### config.mk
export PLATFORM = sky130hd
export DESIGN_NAME = empm_top
export DESIGN_NICKNAME = d
export VERILOG_FILES = /design/src/hdl/empm_pkg.sv /design/src/hdl/empm_part_dec.sv /design/src/hdl/empm_pin_cell.sv /design/src/hdl/empm_top.sv
export SDC_FILE = /design/constraint.sdc
export NUM_CORES = 1
export LEC_CHECK = 0
export ABC_CLOCK_PERIOD_IN_PS = 3700
export BUFFER_PORTS_ARGS = -buffer_cell sky130_fd_sc_hd__buf_2
export CAP_MARGIN = 15
export CORE_UTILIZATION = 40
export CTS_CLUSTER_SIZE = 12
export DETAILED_ROUTE_END_ITERATION = 10
export PLACE_DENSITY = 0.62
export SLEW_MARGIN = 20
export SYNTH_ARGS = -nofsm -noshare
export SYNTH_HDL_FRONTEND = slang
export SYNTH_SLANG_ARGS = --single-unit
### constraint.sdc
create_clock -name ref_clk -period 3.7 [get_ports ref_clk]
set_clock_uncertainty 0.2 [all_clocks]
set_input_delay 0.74 -clock ref_clk [delete_from_list [all_inputs] [get_ports ref_clk]]
set_output_delay 0.74 -clock ref_clk [all_outputs]
set_load 0.01 [all_outputs]
### src/hdl/empm_pkg.sv
// Package for the external memory pin mux: register map, fields, partition codes
//==========================================================================
//==========================================================================
package empm_pkg;

    // Register byte offsets
    localparam logic [7:0] OFS_VIDEO_IN  = 8'h00;
    localparam logic [7:0] OFS_VIDEO_OUT = 8'h04;
    localparam logic [7:0] OFS_MEMIF     = 8'h08;
    localparam logic [7:0] OFS_GIO       = 8'h0c;
    localparam logic [7:0] OFS_SPI_CARD  = 8'h10;
    localparam logic [7:0] OFS_STATUS    = 8'h14;

    // Memory mux register fields
    localparam int MEMIF_CODE_LSB   = 0;   // Partition code [3:0]
    localparam int MEMIF_RATE_BIT   = 4;   // Full-rate flag
    localparam int MEMIF_WIDTH_BIT  = 5;   // 1 = 16-bit data
    localparam int MEMIF_NADDR_LSB  = 8;   // Address count [12:8]
    localparam int MEMIF_CUSTOM_BIT = 16;  // Use address count, not code

    // Reset values
    localparam logic [31:0] RST_MUX     = 32'h0000_0000;
    localparam logic [3:0]  STRAP_DFLT  = 4'b1101; // Pull default, NAND

    // Partition codes
    localparam logic [3:0] CODE_NAND    = 4'b1101;
    localparam logic [3:0] CODE_C       = 4'b1100;
    localparam logic [3:0] CODE_A       = 4'b1010;
    localparam logic [3:0] CODE_SRAM8   = 4'b1000;
    localparam logic [3:0] CODE_CNAND   = 4'b0010;
    localparam logic [3:0] CODE_ZERO    = 4'b0000;

    // Pin counts
    localparam int NADDR_MAX   = 16;
    localparam int NPIN_ADDR   = 16;  // A0..A13, BA0, BA1
    localparam int NPIN_DATA   = 8;   // Upper data byte

    // Group function selections
    typedef enum logic [1:0] {
        EMPM_FN_PRIMARY   = 2'b00,
        EMPM_FN_SECONDARY = 2'b01,
        EMPM_FN_TERTIARY  = 2'b10,
        EMPM_FN_GPIO      = 2'b11
    } empm_fn_e;

    // Decoded partition of the shared pins
    typedef struct packed {
        logic [13:0] addr_en;    // A13..A0 as address
        logic        ba1_en;     // Bank bit 1 as address
        logic        ba0_en;     // Bank bit 0 pin as memory
        logic        ba0_is_a14; // Bank bit 0 pin carries A14
        logic        data_hi_en; // Data 8..15 enabled
        logic        wide;       // 16-bit data mode
    } empm_part_s;

endpackage

### src/hdl/empm_part_dec.sv
// Partition decoder: code or address count to pin enables
`timescale 1ns/1ps
module empm_part_dec (
    // Selection
    input  wire logic [3:0]           code,
    input  wire logic                 custom,
    input  wire logic [4:0]           naddr,
    input  wire logic                 wide,
    // Result
    output empm_pkg::empm_part_s      part
);
    //==========================================================================
    // Count-based mask, contiguous from bank bit 1
    //==========================================================================
    function automatic logic [15:0] run_mask(input logic [4:0] n);
        logic [15:0] m;
        m = 16'h0000;
        for (int i = 0; i < 16; i++) begin
            if (i < int'(n)) begin
                m[i] = 1'b1;
            end
        end
        return m;
    endfunction

    // Order of the run: BA1, A0, A1..A13, BA0 as top
    logic [15:0] cnt_mask;
    assign cnt_mask = run_mask((naddr > 5'(empm_pkg::NADDR_MAX)) ? 5'(empm_pkg::NADDR_MAX) : naddr);

    empm_pkg::empm_part_s code_part;
    empm_pkg::empm_part_s cnt_part;

    // Strap-style decode of the table codes
    always_comb begin
        code_part = '0;
        code_part.addr_en = 14'h0006;
        case (code)
            empm_pkg::CODE_NAND: begin
                code_part.wide = 1'b0;
            end
            empm_pkg::CODE_C: begin
                code_part.addr_en = 14'h3fff;
                code_part.ba1_en  = 1'b1;
            end
            empm_pkg::CODE_A, empm_pkg::CODE_CNAND: begin
                code_part.addr_en    = 14'h3fff;
                code_part.ba1_en     = 1'b1;
                code_part.ba0_en     = 1'b1;
                code_part.ba0_is_a14 = 1'b1;
                code_part.data_hi_en = (code == empm_pkg::CODE_CNAND);
                code_part.wide       = (code == empm_pkg::CODE_CNAND);
            end
            empm_pkg::CODE_SRAM8, empm_pkg::CODE_ZERO: begin
                code_part.addr_en    = 14'h3fff;
                code_part.ba1_en     = 1'b1;
                code_part.ba0_en     = 1'b1;
                code_part.data_hi_en = (code == empm_pkg::CODE_ZERO);
                code_part.wide       = (code == empm_pkg::CODE_ZERO);
            end
            default: begin
                code_part.addr_en = 14'h0006;         // Other codes: NAND minimum
            end
        endcase
    end

    // Count-based decode, software-only selections
    always_comb begin
        cnt_part            = '0;
        cnt_part.ba1_en     = cnt_mask[0];
        cnt_part.addr_en    = cnt_mask[14:1] | 14'h0006;
        cnt_part.ba0_en     = cnt_mask[15];
        cnt_part.ba0_is_a14 = cnt_mask[15] & wide;
        cnt_part.data_hi_en = wide;
        cnt_part.wide       = wide;
    end

    assign part = custom ? cnt_part : code_part;
endmodule

### src/hdl/empm_pin_cell.sv
// Pin cell: chooses memory or GPIO drive for one shared pin
`timescale 1ns/1ps
module empm_pin_cell (
    // Selection
    input  wire logic mem_sel,
    // Memory side
    input  wire logic mem_out,
    input  wire logic mem_oe,
    // GPIO side
    input  wire logic gpio_out,
    input  wire logic gpio_oe,
    // Pad
    output logic      pad_out,
    output logic      pad_oe
);
    // Shared pin goes to GPIO when not claimed
    assign pad_out = mem_sel ? mem_out : gpio_out;
    assign pad_oe  = mem_sel ? mem_oe  : gpio_oe;
endmodule

### src/hdl/empm_top.sv
// Top of the external memory pin mux with its AXI4-Lite register file
//
// Design decisions made here: the placing of the registers and the AXI4-Lite interface to the registers.
`timescale 1ns/1ps
module empm_top #(
    parameter int NADDR_PINS = 16
) (
    // Clock and reset
    input  wire logic                 ref_clk,
    input  wire logic                 rst_b,
    // Strap pins, sampled after reset release
    input  wire logic [3:0]           memif_cfg_strap,
    input  wire logic                 strap_driven,
    // AXI4-Lite write address
    input  wire logic [7:0]           s_axi_awaddr,
    input  wire logic                 s_axi_awvalid,
    output logic                      s_axi_awready,
    // AXI4-Lite write data
    input  wire logic [31:0]          s_axi_wdata,
    input  wire logic [3:0]           s_axi_wstrb,
    input  wire logic                 s_axi_wvalid,
    output logic                      s_axi_wready,
    // AXI4-Lite write response
    output logic [1:0]                s_axi_bresp,
    output logic                      s_axi_bvalid,
    input  wire logic                 s_axi_bready,
    // AXI4-Lite read
    input  wire logic [7:0]           s_axi_araddr,
    input  wire logic                 s_axi_arvalid,
    output logic                      s_axi_arready,
    output logic [31:0]               s_axi_rdata,
    output logic [1:0]                s_axi_rresp,
    output logic                      s_axi_rvalid,
    input  wire logic                 s_axi_rready,
    // Memory interface side of shared pins
    input  wire logic [15:0]          mem_addr_out,
    input  wire logic [15:0]          mem_addr_oe,
    input  wire logic [7:0]           mem_data_out,
    input  wire logic [7:0]           mem_data_oe,
    // GPIO side of shared pins
    input  wire logic [15:0]          gpio_addr_out,
    input  wire logic [15:0]          gpio_addr_oe,
    input  wire logic [7:0]           gpio_data_out,
    input  wire logic [7:0]           gpio_data_oe,
    // Pads
    output logic [15:0]               ext_addr_pin_out,
    output logic [15:0]               ext_addr_pin_oe,
    output logic [7:0]                ext_data_pin_out,
    output logic [7:0]                ext_data_pin_oe,
    // Decoded selections
    output empm_pkg::empm_part_s      part,
    output logic                      strap_done,
    output logic [1:0]                video_in_fn,
    output logic [1:0]                video_out_fn,
    output logic [1:0]                card_fn,
    output logic                      memif_full_rate
);
    //==========================================================================
    // Registers
    //==========================================================================
    logic [31:0] video_in_mux_reg;
    logic [31:0] video_out_mux_reg;
    logic [31:0] memif_mux_reg;
    logic [31:0] gio_mux_reg;
    logic [31:0] spi_card_mux_reg;

    // Strap catch on first clock after reset, never under reset
    logic       strap_pend;
    logic [3:0] strap_val;
    assign strap_val = strap_driven ? memif_cfg_strap : empm_pkg::STRAP_DFLT;

    // Write channel: take address and data in either order
    logic       aw_held;
    logic       w_held;
    logic [7:0] aw_q;
    logic [31:0] w_q;
    logic [3:0] ws_q;
    assign s_axi_awready = ~aw_held & ~s_axi_bvalid;
    assign s_axi_wready  = ~w_held & ~s_axi_bvalid;
    wire       aw_now  = s_axi_awvalid & s_axi_awready;
    wire       w_now   = s_axi_wvalid & s_axi_wready;
    wire       aw_have = aw_held | aw_now;
    wire       w_have  = w_held | w_now;
    wire       wr_go   = aw_have & w_have;
    wire [7:0] wr_addr = aw_held ? aw_q : s_axi_awaddr;
    wire [31:0] wr_dat = w_held ? w_q : s_axi_wdata;
    wire [3:0] wr_stb  = w_held ? ws_q : s_axi_wstrb;

    function automatic logic [31:0] merge(input logic [31:0] old, input logic [31:0] nw, input logic [3:0] st);
        logic [31:0] r;
        r = old;
        for (int b = 0; b < 4; b++) begin
            if (st[b]) begin
                r[b*8 +: 8] = nw[b*8 +: 8];
            end
        end
        return r;
    endfunction

    wire wr_vi  = wr_go & (wr_addr == empm_pkg::OFS_VIDEO_IN);
    wire wr_vo  = wr_go & (wr_addr == empm_pkg::OFS_VIDEO_OUT);
    wire wr_mem = wr_go & (wr_addr == empm_pkg::OFS_MEMIF);
    wire wr_gio = wr_go & (wr_addr == empm_pkg::OFS_GIO);
    wire wr_spi = wr_go & (wr_addr == empm_pkg::OFS_SPI_CARD);
    wire wr_hit = wr_vi | wr_vo | wr_mem | wr_gio | wr_spi;

    // Register update; strap load beats a memif write in the same cycle
    always_ff @(posedge ref_clk or negedge rst_b) begin
        if (!rst_b) begin
            strap_pend        <= 1'b1;
            video_in_mux_reg  <= empm_pkg::RST_MUX;
            video_out_mux_reg <= empm_pkg::RST_MUX;
            memif_mux_reg     <= empm_pkg::RST_MUX;
            gio_mux_reg       <= empm_pkg::RST_MUX;
            spi_card_mux_reg  <= empm_pkg::RST_MUX;
        end else begin
            strap_pend <= 1'b0;
            if (strap_pend) begin
                memif_mux_reg[empm_pkg::MEMIF_CODE_LSB +: 4] <= strap_val;
            end else if (wr_mem) begin
                memif_mux_reg <= merge(memif_mux_reg, wr_dat, wr_stb);
            end
            if (wr_vi)  video_in_mux_reg  <= merge(video_in_mux_reg, wr_dat, wr_stb);
            if (wr_vo)  video_out_mux_reg <= merge(video_out_mux_reg, wr_dat, wr_stb);
            if (wr_gio) gio_mux_reg       <= merge(gio_mux_reg, wr_dat, wr_stb);
            if (wr_spi) spi_card_mux_reg  <= merge(spi_card_mux_reg, wr_dat, wr_stb);
        end
    end

    // Write handshake state
    always_ff @(posedge ref_clk or negedge rst_b) begin
        if (!rst_b) begin
            aw_held      <= 1'b0;
            w_held       <= 1'b0;
            aw_q         <= 8'h00;
            w_q          <= 32'h0000_0000;
            ws_q         <= 4'h0;
            s_axi_bvalid <= 1'b0;
            s_axi_bresp  <= 2'b00;
        end else begin
            if (wr_go) begin
                aw_held      <= 1'b0;
                w_held       <= 1'b0;
                s_axi_bvalid <= 1'b1;
                s_axi_bresp  <= wr_hit ? 2'b00 : 2'b10;
            end else begin
                if (aw_now) begin
                    aw_held <= 1'b1;
                    aw_q    <= s_axi_awaddr;
                end
                if (w_now) begin
                    w_held <= 1'b1;
                    w_q    <= s_axi_wdata;
                    ws_q   <= s_axi_wstrb;
                end
                if (s_axi_bvalid && s_axi_bready) begin
                    s_axi_bvalid <= 1'b0;
                end
            end
        end
    end

    //==========================================================================
    // Read channel
    //==========================================================================
    assign s_axi_arready = ~s_axi_rvalid;
    logic [31:0] rd_mux;
    logic        rd_hit;
    always_comb begin
        rd_hit = 1'b1;
        case (s_axi_araddr)
            empm_pkg::OFS_VIDEO_IN:  rd_mux = video_in_mux_reg;
            empm_pkg::OFS_VIDEO_OUT: rd_mux = video_out_mux_reg;
            empm_pkg::OFS_MEMIF:     rd_mux = memif_mux_reg;
            empm_pkg::OFS_GIO:       rd_mux = gio_mux_reg;
            empm_pkg::OFS_SPI_CARD:  rd_mux = spi_card_mux_reg;
            empm_pkg::OFS_STATUS:    rd_mux = {9'h000, part.wide, part.data_hi_en, part.ba0_is_a14,
                                               part.ba0_en, part.ba1_en, part.addr_en, 3'h0, ~strap_pend};
            default: begin
                rd_mux = 32'h0000_0000;
                rd_hit = 1'b0;
            end
        endcase
    end

    always_ff @(posedge ref_clk or negedge rst_b) begin
        if (!rst_b) begin
            s_axi_rvalid <= 1'b0;
            s_axi_rdata  <= 32'h0000_0000;
            s_axi_rresp  <= 2'b00;
        end else if (s_axi_arvalid && s_axi_arready) begin
            s_axi_rvalid <= 1'b1;
            s_axi_rdata  <= rd_mux;
            s_axi_rresp  <= rd_hit ? 2'b00 : 2'b10;
        end else if (s_axi_rready) begin
            s_axi_rvalid <= 1'b0;
        end
    end

    //==========================================================================
    // Partition decode and pin steering; no suitability
    //==========================================================================
    empm_part_dec u_dec (
        .code   (memif_mux_reg[empm_pkg::MEMIF_CODE_LSB +: 4]),
        .custom (memif_mux_reg[empm_pkg::MEMIF_CUSTOM_BIT]),
        .naddr  (memif_mux_reg[empm_pkg::MEMIF_NADDR_LSB +: 5]),
        .wide   (memif_mux_reg[empm_pkg::MEMIF_WIDTH_BIT]),
        .part   (part)
    );

    // Pin order: [13:0] A13..A0, [14] BA1, [15] BA0
    // Memory functions only after strap sampled
    logic [15:0] addr_sel;
    assign addr_sel = strap_pend ? 16'h0000 : {part.ba0_en, part.ba1_en, part.addr_en};

    for (genvar i = 0; i < 16; i++) begin : g_addr
        empm_pin_cell u_cell (
            .mem_sel  (addr_sel[i]),
            .mem_out  (mem_addr_out[i]),
            .mem_oe   (mem_addr_oe[i]),
            .gpio_out (gpio_addr_out[i]),
            .gpio_oe  (gpio_addr_oe[i]),
            .pad_out  (ext_addr_pin_out[i]),
            .pad_oe   (ext_addr_pin_oe[i])
        );
    end
    for (genvar j = 0; j < 8; j++) begin : g_data
        empm_pin_cell u_cell (
            .mem_sel  (part.data_hi_en & ~strap_pend),
            .mem_out  (mem_data_out[j]),
            .mem_oe   (mem_data_oe[j]),
            .gpio_out (gpio_data_out[j]),
            .gpio_oe  (gpio_data_oe[j]),
            .pad_out  (ext_data_pin_out[j]),
            .pad_oe   (ext_data_pin_oe[j])
        );
    end

    // Group function selects from software registers
    assign video_in_fn     = video_in_mux_reg[1:0];
    assign video_out_fn    = video_out_mux_reg[1:0];
    assign card_fn         = spi_card_mux_reg[1:0];
    assign memif_full_rate = memif_mux_reg[empm_pkg::MEMIF_RATE_BIT]; // Kept 0 by software
    assign strap_done      = ~strap_pend;

    //==========================================================================
    // Assertions
    //==========================================================================
    latch_pins_a: assert property (@(posedge ref_clk) disable iff (!rst_b)
        strap_done |-> addr_sel[2:1] == 2'b11) else $error("latch pins not enabled");
    strap_load_a: assert property (@(posedge ref_clk) disable iff (!rst_b)
        strap_pend |=> memif_mux_reg[3:0] == $past(strap_val)) else $error("strap not loaded");
    sw_write_a: assert property (@(posedge ref_clk) disable iff (!rst_b)
        (wr_mem && !strap_pend && wr_stb[0]) |=> memif_mux_reg[3:0] == $past(wr_dat[3:0]))
        else $error("memif write lost");
    nand_part_a: assert property (@(posedge ref_clk) disable iff (!rst_b)
        (strap_done && !part.wide && memif_mux_reg[3:0] == empm_pkg::CODE_NAND && !memif_mux_reg[16])
        |-> addr_sel == 16'h0006) else $error("nand partition wrong");
    // Bank 0 is the top of a custom run, so it implies every lower pin
    run_top_a: assert property (@(posedge ref_clk) disable iff (!rst_b)
        (strap_done && memif_mux_reg[16] && addr_sel[15]) |-> addr_sel == 16'hffff)
        else $error("address run has a gap");
    data_hi_a: assert property (@(posedge ref_clk) disable iff (!rst_b)
        ext_data_pin_oe == (part.data_hi_en && strap_done ? mem_data_oe : gpio_data_oe))
        else $error("upper data steering");
    pre_strap_a: assert property (@(posedge ref_clk) disable iff (!rst_b)
        strap_pend |-> ext_addr_pin_oe == gpio_addr_oe) else $error("pins claimed early");
    bresp_a: assert property (@(posedge ref_clk) disable iff (!rst_b)
        wr_go |=> s_axi_bvalid) else $error("no write response");
    rresp_a: assert property (@(posedge ref_clk) disable iff (!rst_b)
        (s_axi_arvalid && s_axi_arready) |=> s_axi_rvalid) else $error("no read response");
    write_c: cover property (@(posedge ref_clk) disable iff (!rst_b) wr_mem);
    read_c: cover property (@(posedge ref_clk) disable iff (!rst_b) s_axi_rvalid && s_axi_rready);
    custom_c: cover property (@(posedge ref_clk) disable iff (!rst_b) memif_mux_reg[16]);
endmodule

# After elaboration in Yosys (flattened, before gate mapping)
# Cells that the tools add are included.
[totals]
elab_cells = 212
output_inout_bits = 116
inputBits = 160
reg_bits = 245
[op_classes]
eq_ne = 13
n_lt_le_gt_ge = 15
reduce_logical = 39
mux = 89
n_bitwise = 24
[ops]
columns = ["operator", "count"]
rows = [
  ["32-bit one-hot mux with 6 select lines", 1],
  ["1-bit 2-to-1 mux", 74],
  ["4-bit by 5-bit less-than comparator with 1-bit output (first input constant)", 8],
  ["2-bit AND reduction", 19],
  ["8-bit by 4-bit == test with 1-bit output (second input constant)", 4],
  ["32-bit 2-to-1 mux", 1],
  ["8-bit by 5-bit == test with 1-bit output (second input constant)", 3],
  ["3-bit by 5-bit less-than comparator with 1-bit output (first input constant)", 4],
  ["4-bit 2-to-1 mux", 5],
  ["19-bit 2-to-1 mux", 1],
  ["8-bit by 3-bit == test with 1-bit output (second input constant)", 2],
  ["8-bit zero test", 2],
  ["16-bit 2-to-1 mux", 1],
  ["14-bit 2-to-1 mux", 1],
  ["1-bit bitwise AND", 12],
  ["4-bit == test (second input constant)", 3],
  ["3-bit AND reduction", 4],
  ["2-bit nonzero test", 6],
  ["1-bit by 5-bit less-than comparator with 1-bit output (first input constant)", 2],
  ["8-bit 2-to-1 mux", 1],
  ["1-bit NOT", 6],
  ["1-bit OR", 6],
  ["6-bit OR reduction", 1],
  ["5-bit greater-than comparator (second input constant)", 1],
  ["other kinds (9)", 12],
]

# Depth between registers and ports, before layout
[depth]
depth_word = 11
ltp_mapped = 7
mapped_depth_nobuf = 5

# Modules after synthesis
# A second synthesis with hierarchy kept.
[unflattened]
hier_cells = 899
hier_area_um2 = 12172.9
[modules_own_cells]
columns = ["mod", "area_each_um2", "seq_area_each_um2", "cells_per_inst", "n_inst"]
rows = [
  ["empm_top", 11338.4, 6082.1, 802, 1],
  ["empm_pin_cell", 22.5, 0.0, 2, 24],
  ["empm_part_dec", 294.0, 0.0, 49, 1],
]

# Least setup slack after synthesis
# OpenSTA, ideal clock, no wires.
[synth_path]
path_kind = "reg-to-output"
startpoint = "reg memif_mux_reg[16]"
endpoint = "out ext_data_pin_oe[0]"
arrival_time_ps = 1990
path_stages_with_launch = 8
path_buffers = 3
required_time_ps = 2760
setup_slack_ps = 770
cell_sequence = "dfrtp_1 -> clkbuf_1 -> nor4_1 -> a21oi_1 -> nor2_1 -> buf_2 -> mux2_2 -> buf_4"
[synth_between]
elab_chain_len = 3
[synth_lines]
columns = ["element", "line_no", "text"]
rows = [
  ["from (decl)", "empm_top.sv:63", "logic [31:0] memif_mux_reg;"],
  ["from (signal assigned)", "empm_top.sv:113", "memif_mux_reg <= empm_pkg::RST_MUX;"],
  ["from (signal, indexed assignment)", "empm_top.sv:119", "memif_mux_reg[empm_pkg::MEMIF_CODE_LSB +: 4] <= strap_val;"],
  ["from (signal assigned)", "empm_top.sv:121", "memif_mux_reg <= merge(memif_mux_reg, wr_dat, wr_stb);"],
  ["19-bit 2-to-1 mux", "empm_part_dec.sv:77", "assign part = custom ? cnt_part : code_part;"],
  ["1-bit bitwise AND", "empm_top.sv:229", ".mem_sel (part.data_hi_en & ~strap_pend),"],
  ["1-bit 2-to-1 mux", "empm_pin_cell.sv:18", "assign pad_oe = mem_sel ? mem_oe : gpio_oe;"],
  ["to (decl)", "empm_top.sv:49", "output logic [7:0] ext_data_pin_oe,"],
]
# Every way passes these cells.

# Worst setup path after layout
[layout_path]
startpoint = "reg memif_mux_reg[16]"
endpoint = "out ext_addr_pin_oe[5]"
[layout_between]
elab_chain_len = 3
[layout_lines]
columns = ["element", "line_no", "text"]
rows = [
  ["19-bit 2-to-1 mux", "empm_part_dec.sv:77", ""],
  ["16-bit 2-to-1 mux", "empm_top.sv:214", "assign addr_sel = strap_pend ? 16'h0000 : {part.ba0_en, part.ba1_en, part.addr_en};"],
  ["1-bit 2-to-1 mux", "empm_pin_cell.sv:18", ""],
  ["to (decl)", "empm_top.sv:47", "output logic [15:0] ext_addr_pin_oe,"],
]
# Every way passes these cells.

==> impl_summary.log <==
INFO  metric outcome = complete, no violations
INFO  metric areaGrowthSynthToFinish = 19.9%
INFO  metric min_path_type = in -> async
INFO  metric cp_data_arrival_time = 2.53 ns
INFO  metric p_leak = 7.35 nW
INFO  metric pin_count_of_the_biggest_net_entering_global_routing = 91
INFO  metric drtAntennaViolNets = 0
INFO  metric cts_setup_buffers = 0
INFO  metric worst_ir_drop_vdd = 0.336 mV
INFO  metric dominantRegCellSynth = sky130_fd_sc_hd__dfrtp_1
INFO  metric synthesis.area_per_instance = 12.1 um^2
INFO  metric clock_power_share = 35.3%
INFO  metric fmax = between 0.2 and 0.3 GHz
INFO  metric vias_per_cell = 5.48
INFO  metric drive_gt1_share = 53.6%
INFO  metric timing.critical_path.from_type = register
INFO  metric hold_viol = 0
INFO  metric ctsLongestPathBuffers = 3
INFO  metric die_area = 0.0319 mm^2
INFO  metric grt.total_usage = 21.3%
INFO  metric power_switching = 2.26 mW
INFO  metric power.sequential.fraction = 42.0%
INFO  metric synth_simple_gate_area_share = 7.54%
INFO  metric die_h = 179 um
INFO  metric antenna_violations_before_repair = 0
INFO  metric post_route_setup_tns = 0 ns
INFO  metric critical-path-top-delay-family = simple AND/OR/NAND/NOR gates
INFO  metric yosys_register_bits = 243
INFO  metric worst_path_most_repeated_cell = sky130_fd_sc_hd__nand2_1
INFO  metric fin_total_pwr = 7.95 mW
INFO  metric worst-setup-path-type = reg -> out
INFO  metric worst_setup_path_end_kind = primary output
INFO  metric power_per_cell_area = approximately 530 mW/mm^2
INFO  metric synth.area.mux_share = 29.7%
INFO  metric timing.critical_path.slowest_stage_cell = sky130_fd_sc_hd__dfrtp_1
INFO  metric io-pin-count = 276
INFO  metric xor_xnor_share_of_the_synthesized_area = 0%
INFO  metric vias = 9156
INFO  metric critPathMaxFanout = 11
INFO  metric tightestPinTransition = 0.762 ns
INFO  metric clk_pin_slew = 0.06 ns
INFO  metric wl = 34.2 mm
INFO  metric synth_enable_flop_cells = 0
INFO  metric cts_buffers = 27
INFO  metric number_of_global_route_vias_before_repair = 8977
INFO  metric tritoncts = done
INFO  metric cellInternalPower = about 5.7 mW
INFO  metric gp_routability_congestion = 0.848
INFO  metric slowest_delay = between 0.5 and 0.6 ns
INFO  metric timing.critical_path.buf_inv = 1
INFO  metric net_sw_share = 28.4%
INFO  metric tritoncts_num_sinks = 243
INFO  metric syn_area = about 0.012 mm^2
INFO  metric maxCapViolations = 0
INFO  metric routed_wire_length_per_instance = 20.4 um
INFO  metric worst_skew_pair.late_latency = between 0.5 and 0.6 ns
INFO  metric post-route-min-period = 3.47 ns
INFO  metric drv_slew = 0
INFO  metric nNetsFinal = 1417
INFO  metric number_of_distinct_library_cell_variants_in_the_gate_level_netlist_after_synthesis = 56
INFO  metric critical_path_cell_by_cell = nand2b_1 -> nor2_1 -> nand2_1 -> nand2_1 -> mux2_2 -> buf_2
INFO  metric design.core.area = 0.0307 mm^2
INFO  metric grt_pass1_wl = roughly 52 mm
INFO  metric detailedPlace.worstSlack = 0.541 ns
INFO  metric worst_slack = ~0.23 ns
INFO  metric grt_overflow = 0
INFO  metric synth_compound_area_share = under 10%
INFO  metric syn-instance-count = 1029
INFO  metric chipWidth = 179 um
INFO  metric post_synth_fa_ha_maj_area_fraction = 0%
INFO  metric placed_cells_incl_taps = between 1500 and 2000
INFO  metric synth.yosys.seq_area_share = about half
INFO  metric worst_ep_required = 2.76 ns
INFO  metric synth_async_sr_flop_share = 100%
INFO  metric detailedPlacementHpwl = 24.6 mm
INFO  metric remaining_drc_errors = 0
INFO  metric maxSlewHeadroom = 49.1%
INFO  metric synth-warning-count = 0
INFO  metric place.port_buffers = 271
INFO  metric first_pass_iters = 5
INFO  metric cts_hold_buffers_added = 0
INFO  metric cts-root-buf = sky130_fd_sc_hd__clkbuf_16
INFO  metric fp-row-count = 64
INFO  metric final-setup-viol-count = 0
INFO  metric dominant_combinational_cell_family_by_area_after_synthesis = multiplexers
INFO  metric final-instance-count-excl-fill = 1672
INFO  metric initial_core_util = roughly 41%
INFO  metric drt_iter0_markers = 510
INFO  metric htree_num_levels = 1
INFO  metric final.period_utilization = 93.8%
INFO  metric setup_repair_after_global_routing_missed_its_margin = no
INFO  metric combinationalPowerShare = 22.7%
[worst register-to-register path, stage by stage (launching register included)]
cell and delay (ns):
sky130_fd_sc_hd__dfrtp_1 0.72, sky130_fd_sc_hd__mux2i_4 0.38, sky130_fd_sc_hd__o21ai_0 0.27, sky130_fd_sc_hd__nor4_2 0.49
sky130_fd_sc_hd__nand2_1 0.40, sky130_fd_sc_hd__mux2_2 0.38
[cells in the mapped netlist (5+ instances only)]
cell,count,share of area [%]
sky130_fd_sc_hd__mux2_2,304,27
sky130_fd_sc_hd__dfrtp_1,242,49
sky130_fd_sc_hd__buf_4,62,3.7
sky130_fd_sc_hd__nand2_1,55,1.7
sky130_fd_sc_hd__a21oi_1,48,1.9
sky130_fd_sc_hd__nor2_1,46,1.4
sky130_fd_sc_hd__clkbuf_1,30,0.90
sky130_fd_sc_hd__o21ai_0,25,1.0
sky130_fd_sc_hd__mux2i_1,24,1.9
sky130_fd_sc_hd__a222oi_1,12,0.96
sky130_fd_sc_hd__inv_1,12,0.36
sky130_fd_sc_hd__nand2b_1,12,0.60
sky130_fd_sc_hd__buf_1,10,0.30
sky130_fd_sc_hd__nand3_2,8,0.64
sky130_fd_sc_hd__nor3_1,8,0.32
sky130_fd_sc_hd__and3_1,7,0.35
sky130_fd_sc_hd__nor2b_1,7,0.35
sky130_fd_sc_hd__o2bb2ai_1,7,0.49
sky130_fd_sc_hd__a21o_1,6,0.36
sky130_fd_sc_hd__a31oi_1,6,0.30
sky130_fd_sc_hd__nand3_1,6,0.24
sky130_fd_sc_hd__nand3b_1,6,0.36
sky130_fd_sc_hd__o221ai_1,6,0.42
sky130_fd_sc_hd__o22ai_1,6,0.30
sky130_fd_sc_hd__a22o_1,5,0.35
sky130_fd_sc_hd__a22oi_1,5,0.30
sky130_fd_sc_hd__buf_2,5,0.20
sky130_fd_sc_hd__nor4_1,5,0.25
[area by class of cell]
class / instances / area (um^2)
repair buffers: 303 / 1630
fillers: 2886 / 15700
flip-flops and latches: 243 / 6080
inverters: 13 / 48.8
multi-input cells: 669 / 5750
clock inverters: 8 / 130
well taps: 396 / 495
diodes: 1 / 2.50
clock buffers: 39 / 811
[path summary, 6_finish.rpt]
path / cells after the start / from / slack (ns) / end
setup / recovery: 6 / memif_mux_reg[16] / 0.23 / ext_addr_pin_oe[5]
hold / removal: 1 / rst_b / 0.01 / w_q[9]
setup reg to reg: 5 / aw_held / 0.75 / video_in_mux_reg[1]
hold reg to reg: 2 / s_axi_rdata[30] / 0.28 / s_axi_rdata[30]
max in group asynchronous: 2 / rst_b / 2.34 / video_in_mux_reg[8]
min in group ref_clk: 2 / s_axi_bready / 0.16 / s_axi_bvalid
[logic make-up (layout without fill, tap and decap cells)]
| kind of cell | Yosys count | count (layout) |
|---|---|---|
| DFF | 243 | 243 |
| buffers and inverters | 120 | 363 |
| other | 2 | 6 |
| muxes | 330 | 330 |
| AOI/OAI and AO/OA | 154 | 154 |
| and+or+nand+nor | 180 | 180 |
[metrics by stage]
step	hold WS, ns	instance area (um^2)	util (%)
after detailed placement	0.269	14000	45.7
final	0.0140	15000	48.8
after global placement	0.259	14000	45.7
after floorplan	0.244	12500	-
after global routing	0.0581	15000	48.7
after CTS	0.0490	14900	48.7
[per-layer routing]
metal	track usage, %	share of wire (%)
met2	35.9	48
met5	0	0
met4	4.63	1.5
met3	3.28	6.9
met1	28.9	43
[power by group through the flow]
| stage | Sequential, mW | Clock (mW) | Combinational, mW |
|---|---|---|---|
| 6_report | 3.34 | 2.80 | 1.81 |
| 2_1_floorplan | 3.30 | 0 | 1.31 |
| 5_1_grt | 3.39 | 2.99 | 1.97 |
| 3_3_place_gp | 3.36 | 0 | 1.80 |
| 4_1_cts | 3.33 | 2.87 | 1.83 |
| 3_5_place_dp | 3.38 | 0 | 1.83 |
[layout by cell type (no fill, tap or decap), types with 7 or more instances in the layout]
| cell | Yosys | final |
|---|---|---|
| sky130_fd_sc_hd__nor2_1 | 46 | 46 |
| sky130_fd_sc_hd__buf_2 | 5 | 270 |
| sky130_fd_sc_hd__o2bb2ai_1 | 7 | 7 |
| sky130_fd_sc_hd__clkbuf_16 | 0 | 27 |
| sky130_fd_sc_hd__a222oi_1 | 12 | 12 |
| sky130_fd_sc_hd__nor3_1 | 8 | 7 |
| sky130_fd_sc_hd__nand2_1 | 55 | 55 |
| sky130_fd_sc_hd__clkbuf_8 | 0 | 9 |
| sky130_fd_sc_hd__inv_1 | 12 | 12 |
| sky130_fd_sc_hd__a21oi_1 | 48 | 48 |
| sky130_fd_sc_hd__mux2_2 | 304 | 304 |
| sky130_fd_sc_hd__and3_1 | 7 | 7 |
| sky130_fd_sc_hd__buf_4 | 62 | 30 |
| sky130_fd_sc_hd__mux2i_1 | 24 | 24 |
| sky130_fd_sc_hd__nand3_2 | 8 | 9 |
| sky130_fd_sc_hd__dfrtp_1 | 242 | 241 |
| sky130_fd_sc_hd__nand2b_1 | 12 | 12 |
| sky130_fd_sc_hd__o21ai_0 | 25 | 25 |
[what timing repair did]
action	CTS	global route
resized for setup	0	2
setup endpoints to repair	0	4
hold endpoints to repair	0	0
(Power assumes the default switching activity.)
